===== src/pkg/gpb_pkg.sv =====
/*
 Constants for the bitwise-access port block: widths, byte addresses,
 reset values and synchroniser depth.
 Assumes a 32-bit plain register port with byte addresses.
*/
package gpb_pkg;
   localparam int PIN_W = 29;
   localparam int RESV_W = 3;
   localparam int DATA_W = 32;
   localparam int ADDR_W = 32;
   localparam int SYNC_STAGES = 2;

   localparam logic [ADDR_W-1:0] OFS_FILTERED_PORT = 32'ha0002180;
   localparam logic [ADDR_W-1:0] OFS_OUTPUT_RAISE = 32'ha0002200;
   localparam logic [ADDR_W-1:0] OFS_OUTPUT_CLEAR = 32'ha0002280;
   localparam logic [ADDR_W-1:0] OFS_OUTPUT_INVERT = 32'ha0002300;
   localparam logic [ADDR_W-1:0] OFS_DIRECTION_RAISE = 32'ha0002380;
   localparam logic [ADDR_W-1:0] OFS_DIRECTION_CLEAR = 32'ha0002400;
   localparam logic [ADDR_W-1:0] OFS_DIRECTION_INVERT = 32'ha0002480;

   localparam logic [PIN_W-1:0] OUTPUT_RESET = 29'h0;
   localparam logic [PIN_W-1:0] DIRECTION_RESET = 29'h0;
   localparam logic [PIN_W-1:0] SYNC_RESET = 29'h0;
   localparam logic [DATA_W-1:0] RDATA_RESET = 32'h0;
endpackage


===== src/core/gpb_sync.sv =====
/*
 Two-flop synchroniser for a vector of pin levels.
 Assumes the inputs are asynchronous levels; only stage two is read.
*/
`timescale 1ns/1ns
module gpb_sync #(
   parameter int W = 29
) (
   input wire logic clk_in,
   input wire logic rst_in,
   input wire logic [W-1:0] async_in,
   output logic [W-1:0] sync_out
);
   logic [W-1:0] meta_q;
   logic [W-1:0] stable_q;

   always_ff @(posedge clk_in) begin
      if (rst_in) begin
         meta_q <= '0;
         stable_q <= '0;
      end else begin
         meta_q <= async_in;
         stable_q <= meta_q;
      end
   end

   assign sync_out = stable_q;
endmodule


===== src/core/gpb_bitop.sv =====
/*
 One bit-vector register with filtered load, set, clear and invert.
 Assumes at most one of the four operations is strobed per cycle.
*/
`timescale 1ns/1ns
module gpb_bitop #(
   parameter int W = 29,
   parameter logic [W-1:0] RESET_VAL = '0
) (
   input wire logic clk_in,
   input wire logic rst_in,
   input wire logic load_en_in,
   input wire logic [W-1:0] load_keep_in,
   input wire logic set_en_in,
   input wire logic clr_en_in,
   input wire logic tog_en_in,
   input wire logic [W-1:0] bits_in,
   output logic [W-1:0] bits_out
);
   logic [W-1:0] bits_q;
   logic [W-1:0] bits_d;
   logic [W-1:0] loaded_w;

   // Kept bits hold their value, others take the written value
   assign loaded_w = (bits_q & load_keep_in) | (bits_in & ~load_keep_in);

   assign bits_d = load_en_in ? loaded_w :
                   set_en_in ? (bits_q | bits_in) :
                   clr_en_in ? (bits_q & ~bits_in) :
                   tog_en_in ? (bits_q ^ bits_in) : bits_q;

   always_ff @(posedge clk_in) begin
      if (rst_in) begin
         bits_q <= RESET_VAL;
      end else begin
         bits_q <= bits_d;
      end
   end

   assign bits_out = bits_q;
endmodule


===== src/core/gpb_port.sv =====
/*
 Register logic of a 29-pin general-purpose port: filtered port access,
 atomic raise, clear and invert of output and direction bits, pin drive.
 Rule checks sit at the end of the module, on the bus clock.
 Assumes a plain register port (read data one cycle after the strobe),
 a filter mask and routing enables from same-clock logic, and pins that
 arrive asynchronously.
 At most one strobe per cycle; a write and a read never coincide.
*/
`timescale 1ns/1ns
module gpb_port
   import gpb_pkg::*;
(
   input wire logic clk_in,
   input wire logic rst_in,
   input wire logic [gpb_pkg::ADDR_W-1:0] bus_addr_in,
   input wire logic [gpb_pkg::DATA_W-1:0] bus_wdata_in,
   input wire logic bus_wr_in,
   input wire logic bus_rd_in,
   output logic [gpb_pkg::DATA_W-1:0] bus_rdata_out,
   input wire logic [gpb_pkg::PIN_W-1:0] filter_mask_in,
   input wire logic [gpb_pkg::PIN_W-1:0] gpio_route_in,
   input wire logic [gpb_pkg::PIN_W-1:0] port_pin_in,
   output logic [gpb_pkg::PIN_W-1:0] port_pin_out,
   output logic [gpb_pkg::PIN_W-1:0] port_pin_oe_out,
   output logic [gpb_pkg::PIN_W-1:0] output_bits_out,
   output logic [gpb_pkg::PIN_W-1:0] pin_direction_out
);
   import gpb_pkg::*;

   logic [PIN_W-1:0] pin_state_w;
   logic [PIN_W-1:0] output_bits_w;
   logic [PIN_W-1:0] direction_bits_w;
   logic [PIN_W-1:0] wbits_w;
   logic [PIN_W-1:0] filtered_port_bits;
   logic [DATA_W-1:0] rdata_q;
   logic [DATA_W-1:0] rdata_d;
   logic [PIN_W-1:0] port_pin_q;
   logic [PIN_W-1:0] port_pin_oe_q;

   // Exact match on the full byte address; aliases are refused
   wire hit_filtered_w = bus_addr_in == OFS_FILTERED_PORT;
   wire hit_out_raise_w = bus_addr_in == OFS_OUTPUT_RAISE;
   wire hit_out_clear_w = bus_addr_in == OFS_OUTPUT_CLEAR;
   wire hit_out_invert_w = bus_addr_in == OFS_OUTPUT_INVERT;
   wire hit_dir_raise_w = bus_addr_in == OFS_DIRECTION_RAISE;
   wire hit_dir_clear_w = bus_addr_in == OFS_DIRECTION_CLEAR;
   wire hit_dir_invert_w = bus_addr_in == OFS_DIRECTION_INVERT;

   // Any mapped location; all other addresses are ignored
   wire hit_any_w = hit_filtered_w || hit_out_raise_w || hit_out_clear_w
                    || hit_out_invert_w || hit_dir_raise_w || hit_dir_clear_w
                    || hit_dir_invert_w;

   // One strobe per cycle, so at most one write enable is high
   wire wr_filtered_w = bus_wr_in && hit_filtered_w;
   wire wr_out_raise_w = bus_wr_in && hit_out_raise_w;
   wire wr_out_clear_w = bus_wr_in && hit_out_clear_w;
   wire wr_out_invert_w = bus_wr_in && hit_out_invert_w;
   wire wr_dir_raise_w = bus_wr_in && hit_dir_raise_w;
   wire wr_dir_clear_w = bus_wr_in && hit_dir_clear_w;
   wire wr_dir_invert_w = bus_wr_in && hit_dir_invert_w;

   // Pins are asynchronous to the bus clock
   gpb_sync #(
      .W(PIN_W)
   ) u_pin_sync (
      .clk_in(clk_in),
      .rst_in(rst_in),
      .async_in(port_pin_in),
      .sync_out(pin_state_w)
   );

   // Upper bits of every write are dropped here
   assign wbits_w = bus_wdata_in[PIN_W-1:0];

   // Filtered read view of the pins
   assign filtered_port_bits = pin_state_w & ~filter_mask_in;

   // Output bits: filtered load, raise, clear, invert
   gpb_bitop #(
      .W(PIN_W),
      .RESET_VAL(OUTPUT_RESET)
   ) u_output_bits (
      .clk_in(clk_in),
      .rst_in(rst_in),
      .load_en_in(wr_filtered_w),
      .load_keep_in(filter_mask_in),
      .set_en_in(wr_out_raise_w),
      .clr_en_in(wr_out_clear_w),
      .tog_en_in(wr_out_invert_w),
      .bits_in(wbits_w),
      .bits_out(output_bits_w)
   );

   // Direction bits share the same update logic without a load path
   gpb_bitop #(
      .W(PIN_W),
      .RESET_VAL(DIRECTION_RESET)
   ) u_direction_bits (
      .clk_in(clk_in),
      .rst_in(rst_in),
      .load_en_in(1'b0),
      .load_keep_in('1),
      .set_en_in(wr_dir_raise_w),
      .clr_en_in(wr_dir_clear_w),
      .tog_en_in(wr_dir_invert_w),
      .bits_in(wbits_w),
      .bits_out(direction_bits_w)
   );

   // Reserved top bits are constant zero in both readable words
   wire [DATA_W-1:0] filtered_word_w = {{RESV_W{1'b0}}, filtered_port_bits};
   wire [DATA_W-1:0] raise_word_w = {{RESV_W{1'b0}}, output_bits_w};
   wire rd_filtered_w = bus_rd_in && hit_filtered_w;
   wire rd_out_raise_w = bus_rd_in && hit_out_raise_w;

   // Write-only and unmapped locations read as zero
   assign rdata_d = rd_filtered_w ? filtered_word_w :
                    rd_out_raise_w ? raise_word_w :
                    RDATA_RESET;

   always_ff @(posedge clk_in) begin
      if (rst_in) begin
         rdata_q <= RDATA_RESET;
      end else begin
         rdata_q <= rdata_d;
      end
   end

   // Registered pin drive; unrouted or input pins are released
   wire [PIN_W-1:0] port_pin_d = output_bits_w;
   wire [PIN_W-1:0] port_pin_oe_d = direction_bits_w & gpio_route_in;

   always_ff @(posedge clk_in) begin
      if (rst_in) begin
         port_pin_q <= OUTPUT_RESET;
         port_pin_oe_q <= DIRECTION_RESET;
      end else begin
         port_pin_q <= port_pin_d;
         port_pin_oe_q <= port_pin_oe_d;
      end
   end

   assign bus_rdata_out = rdata_q;
   assign port_pin_out = port_pin_q;
   assign port_pin_oe_out = port_pin_oe_q;
   assign output_bits_out = output_bits_w;
   assign pin_direction_out = direction_bits_w;
endmodule


===== config.mk =====
export PLATFORM = sky130hd
export DESIGN_NAME = gpb_port
export DESIGN_NICKNAME = d
export VERILOG_FILES = /design/src/pkg/gpb_pkg.sv /design/src/core/gpb_sync.sv /design/src/core/gpb_bitop.sv /design/src/core/gpb_port.sv
export SDC_FILE = /design/constraint.sdc
export NUM_CORES = 1
export LEC_CHECK = 0
export ABC_AREA = 1
export BUFFER_PORTS_ARGS = -buffer_cell sky130_fd_sc_hd__buf_2
export CORE_MARGIN = 2
export CORE_UTILIZATION = 46
export DETAILED_ROUTE_END_ITERATION = 12
export HOLD_SLACK_MARGIN = 0.06
export PLACE_DENSITY = 0.74
export SETUP_SLACK_MARGIN = 0.15
export SYNTH_ARGS = -nofsm -noshare
export SYNTH_HDL_FRONTEND = slang
export SYNTH_SLANG_ARGS = --single-unit

===== constraint.sdc =====
create_clock -name clk_in -period 1.5 [get_ports clk_in]
set_clock_uncertainty 0.2 [all_clocks]
set_input_delay 0 -clock clk_in [delete_from_list [all_inputs] [get_ports clk_in]]
set_output_delay 0 -clock clk_in [all_outputs]
set_load 0.03 [all_outputs]

## Word-level counts from Yosys, hierarchy flattened

Index checks and enable logic that the tools add are counted.

| cells by class | value |
|---|---|
| equality and inequality tests | 7 |
| mux-type cells | 9 |
| bitwise operators | 13 |
| reduce and logical (&&, ||, !) cells | 12 |

Operators with widths:

| cell | count |
|---|---|
| 2-to-1 mux 29 bit | 9 |
| equality test 32 bit, second input constant | 7 |
| AND 29 bit | 6 |
| bitwise OR 29 bit | 3 |
| NOT 29 bit | 2 |
| XOR 29 bit | 2 |
| logical AND 1 bit | 9 |
| nonzero test 4 bit | 1 |
| nonzero test 3 bit | 1 |
| OR reduction 2 bit | 1 |

| word-level totals | value |
|---|---|
| register bits after elaboration | 206 |

## Depth between registers and ports, before layout

| logic depth | value |
|---|---|
| depth in word-level cells | 6 |
| gate-level depth with buffers | 15 |
| gate-level depth less buffers | 13 |

## Hierarchy

A second synthesis with hierarchy kept.

| unflattened totals | value |
|---|---|
| cell total of the unflattened synthesis | 1,952 |
| area, all modules | 12,248.0 µm² |

By module, submodules not included:

| module | instances | cells each | area an instance (µm²) | sequential area each (µm²) |
|---|---|---|---|---|
| gpb_bitop | 2 | 647 | 3,595.9 | 580.6 |
| gpb_port | 1 | 478 | 3,414.5 | 1,741.7 |
| gpb_sync | 1 | 180 | 1,641.6 | 1,161.1 |

## Worst setup path before layout

No wires, ideal clock.

| path | value |
|---|---|
| path kind | input to register |
| start | input port bus_addr_in[4] in the netlist's numbering |
| end | register u_direction_bits.bits_q[10], in the netlist u_direction_bits.bits_out[10] |
| data arrival time | 1.218 ns |
| required time | 1.183 ns |
| path slack | -0.035 ns |
| stages on the path | 13 |
| buffers on the path | 3 |
| cell sequence | inv_1 -> nand2_1 -> nor2_2 -> nand2_1 -> nor2_4 -> buf_6 -> nand3_2 -> buf_2 -> clkinv_2 -> buf_4 -> nor2_1 -> nor2_1 -> nor2_1 |

| on the way | value |
|---|---|
| word-level cells in the longest chain between the ends | 4 |

RTL lines:

| item | RTL line | text |
|---|---|---|
| start, declared | gpb_port.sv:16 | `input wire logic [gpb_pkg::ADDR_W-1:0] bus_addr_in,` |
| equality test 32 bit | gpb_port.sv:47 | `wire hit_dir_clear_w = bus_addr_in == OFS_DIRECTION_CLEAR;` |
| logical AND 1 bit | gpb_port.sv:61 | `wire wr_dir_clear_w = bus_wr_in && hit_dir_clear_w;` |
| 2-to-1 mux 29 bit | gpb_bitop.sv:29 | `clr_en_in ? (bits_q & ~bits_in) :` |
| 2-to-1 mux 29 bit | gpb_bitop.sv:28 | `set_en_in ? (bits_q \| bits_in) :` |
| end signal, assigned | gpb_bitop.sv:36 | `bits_q <= bits_d;` |
| end, declared | gpb_bitop.sv:20 | `logic [W-1:0] bits_q;` |

Parallel ways exist; a longest one is shown, timed or not.
A chain may end at the register's enable or synchronous reset.

## Worst setup path after layout

| path | value |
|---|---|
| start | register u_direction_bits.bits_q[25], in the netlist u_direction_bits.bits_out[25] |
| end | register u_direction_bits.bits_q[25], in the netlist u_direction_bits.bits_out[25] |

| on the way | value |
|---|---|
| word-level cells in the longest chain between the ends | 4 |

RTL lines:

| item | RTL line | text |
|---|---|---|
| XOR 29 bit | gpb_bitop.sv:30 | `tog_en_in ? (bits_q ^ bits_in) : bits_q;` |
| 2-to-1 mux 29 bit | gpb_bitop.sv:30 |  |
| 2-to-1 mux 29 bit | gpb_bitop.sv:29 |  |
| 2-to-1 mux 29 bit (*) | gpb_bitop.sv:28 |  |

Every way passes the cells marked *; elsewhere a longest branch is shown, timed or not. The select of a mux whose other input is x is not followed.

==> impl_metrics.toml <==
[run_status]
outcome = "finished, violations left"
violations = "hold timing"

[global_route]
grt_pass1_wl_um = 61800
grt_max_degree = 59
antenna_found_initial = 0
grt_overflow = 0
grt_pass1_vias = 12688
grt_usage = 0.288

[timing]
fin_ws_ns = 0.0962
fmax_mhz = 712
post-route-period-util = 0.936
grt_setup_unrepaired = "yes"
setup_viol = 0
hold_violations = 96
period_needed_ns = 1.40
slew_violations = 0
hold-worst-slack_ns = -0.245

[floorplan]
initial_core_util = 0.465
dieWidth_um = 163
dieArea_sq_um = 26500
rows = 58
io_pins = 303
die_h_um = 163
core_region_area_sq_um = 25000

[critical_path]
start_kind = "flop"
crit_slowest_cell = "dfxtp_4"
startpoint = "u_direction_bits.bits_out[25]"
crit_path_max_incr_delay_ns = 0.36
path_delay_family = "flip-flops"
crit_chain = "buf_4, ha_1, inv_1, nand2_1, nand2_1, nor2_1, nor2_1, nor2_1"
worstSetupPathDepth = 8
rr_startpoint = "u_direction_bits.bits_out[25]"
criticalPathCategory = "reg2reg"
rrSetupSlack_ns = 0.1
reg2reg_depth = 8
timing.critical_path.buf_inv = 2
endpoint_kind = "flop"
critPathArrivalTime_ns = 1.63
worst-path-max-fanout = 4
cp_common_cell = "nor2_1"
crit_required_ns = 1.73

[layout]
drive_above_1_share = 0.312
areaGrowthSynthToFinish_pct = 58.8
antenna_cells = 0
fillers = 1758
layout.nets = 2609

[yosys]
syn_area_per_cell_sq_um = 6.54
seq_area_frac_synth = 0.350
ys_seq_elements = 203
synth_warnings = 0
syn_area_sq_um = 11600
postSynthCellCount = 1777
ys_types = 26

[clock_tree]
clkLatencyLatePin_ns = 0.54
cts_root_buf = "clkbuf_16"
htree_levels = 1
cts_buffer_depth = 3
clock-sinks = 203
cts-buffers-inserted = 23
tritoncts = "built"
path_clk_slew_ns = 0.06

[drt]
drc = 0
drt-vias-per-instance = 5.03
finalWirelength_um = 43800
ant_nets = 0
drt_first_iter_violations = 1077
vias = 13492
firstDrtPassIters = 6
routedWlPerCell_um = 16.3

[place]
io_buffers = 296
pre_cts_ws_ns = -0.417
place_hpwl_um = 25200
place_congestion = 0.882

[power]
total_leakage_power_nw = 9.45
p_per_area_nw_per_um2 = 681
peakVddDrop_v = 0.00106

[run]
cap_violations = 0

[min_path]
min-delay-start = "rst_in"
hold_class = "in2reg"
hold_depth = 3
[final timing paths]
path | end
setup / recovery | u_direction_bits.bits_out[25]
hold / removal | port_pin_oe_out[14]
setup reg to reg | u_direction_bits.bits_out[25]
hold reg to reg | u_pin_sync.sync_out[0]
[logic make-up (layout without fill, tap and decap cells)]
logic type               Yosys count  count (layout)  synth area share
buffers and inverters            455            1029             0.157
AO/OA/AOI/OAI                     84              84            0.0362
flip-flops                       203             203             0.350
other                              1               3          0.000323
AND/OR/NAND/NOR                  918             918             0.332
adder cells (fa/ha/maj)          116             116             0.125
[metal layers]
metal	part of all wire	track usage
met1	0.40	0.349
met2	0.48	0.508
met3	0.080	0.0461
met4	0.040	0.119
met5	0	0
[cell usage after synthesis (all sizes together)]
library cell / instances / area share
nand2: 414 / 0.13
inv: 367 / 0.12
nor2: 273 / 0.092
dfxtp: 203 / 0.35
nand3: 199 / 0.087
ha: 116 / 0.12
a21oi: 58 / 0.025
buf: 54 / 0.027
clkbuf: 31 / 0.010
o21ai: 26 / 0.011
or2: 26 / 0.014
clkinv: 3 / 0.0011
nand3b: 3 / 0.0019
nand4: 2 / 0.0011
conb: 1 / 0.00032
nor3: 1 / 0.0014
[area by class of cell]
cell class | count | area (sq um) | area share
clock buffer | 29 | 608 | 0.0330
clock inverter | 11 | 123 | 0.00665
inverter | 370 | 1520 | 0.0823
multi-input combinational | 1121 | 6630 | 0.360
sequential | 203 | 4260 | 0.231
tap | 330 | 413 | 0.0224
timing repair buffer | 619 | 4890 | 0.265
[cell usage in the layout, fill, tap and decap left out, drive strengths merged]
| cell | instances |
|---|---|
| a21oi | 58 |
| buf | 413 |
| bufinv | 2 |
| clkbuf | 37 |
| clkinv | 6 |
| clkinvlp | 27 |
| conb | 3 |
| dfxtp | 203 |
| dlygate4sd3 | 191 |
| dlymetal6s4s | 7 |
| ha | 116 |
| inv | 346 |
| nand2 | 414 |
| nand3 | 199 |
| nand3b | 3 |
| nand4 | 2 |
| nor2 | 273 |
| nor3 | 1 |
| o21ai | 26 |
| or2 | 26 |
[what timing repair did]
item | CTS | global route
gates resized for setup | 5 | 264
cloned | 0 | 8
pin swaps | 2 | 146
endpoints found under the setup margin | 23 | 80
hold endpoints to repair | 202 | 102
setup buffers | 6 | 48
hold buffers | 204 | 2
[worst min-delay path, cell delays in order]
cell    delay, ns
buf_6        0.11
buf_12       0.20
nor2_1       0.12
[through the flow]
step	instances	setup TNS [ns]	area [sq um]	total power, mW	util
3_3_place_gp	2380	-22.25	14000	6.44	0.559
2_1_floorplan	1779	0	11900	6.06	-
3_5_place_dp	2380	-25.14	14000	6.48	0.559
6_report	2683	0	18400	12.6	0.739
4_1_cts	2630	0	16800	12.4	0.673
5_1_grt	2683	0	18400	13.0	0.739
[power by group]
group / switching (mW) / leakage, nW / internal [mW] / total, mW
registers: 0.0223 / 1.69 / 5.37 / 5.40
logic: 0.743 / 7.42 / 0.786 / 1.53
clock network: 2.40 / 0.346 / 3.22 / 5.63
total: 3.17 / 9.45 / 9.38 / 12.6
No activity file was read; power rests on OpenSTA's default activity.
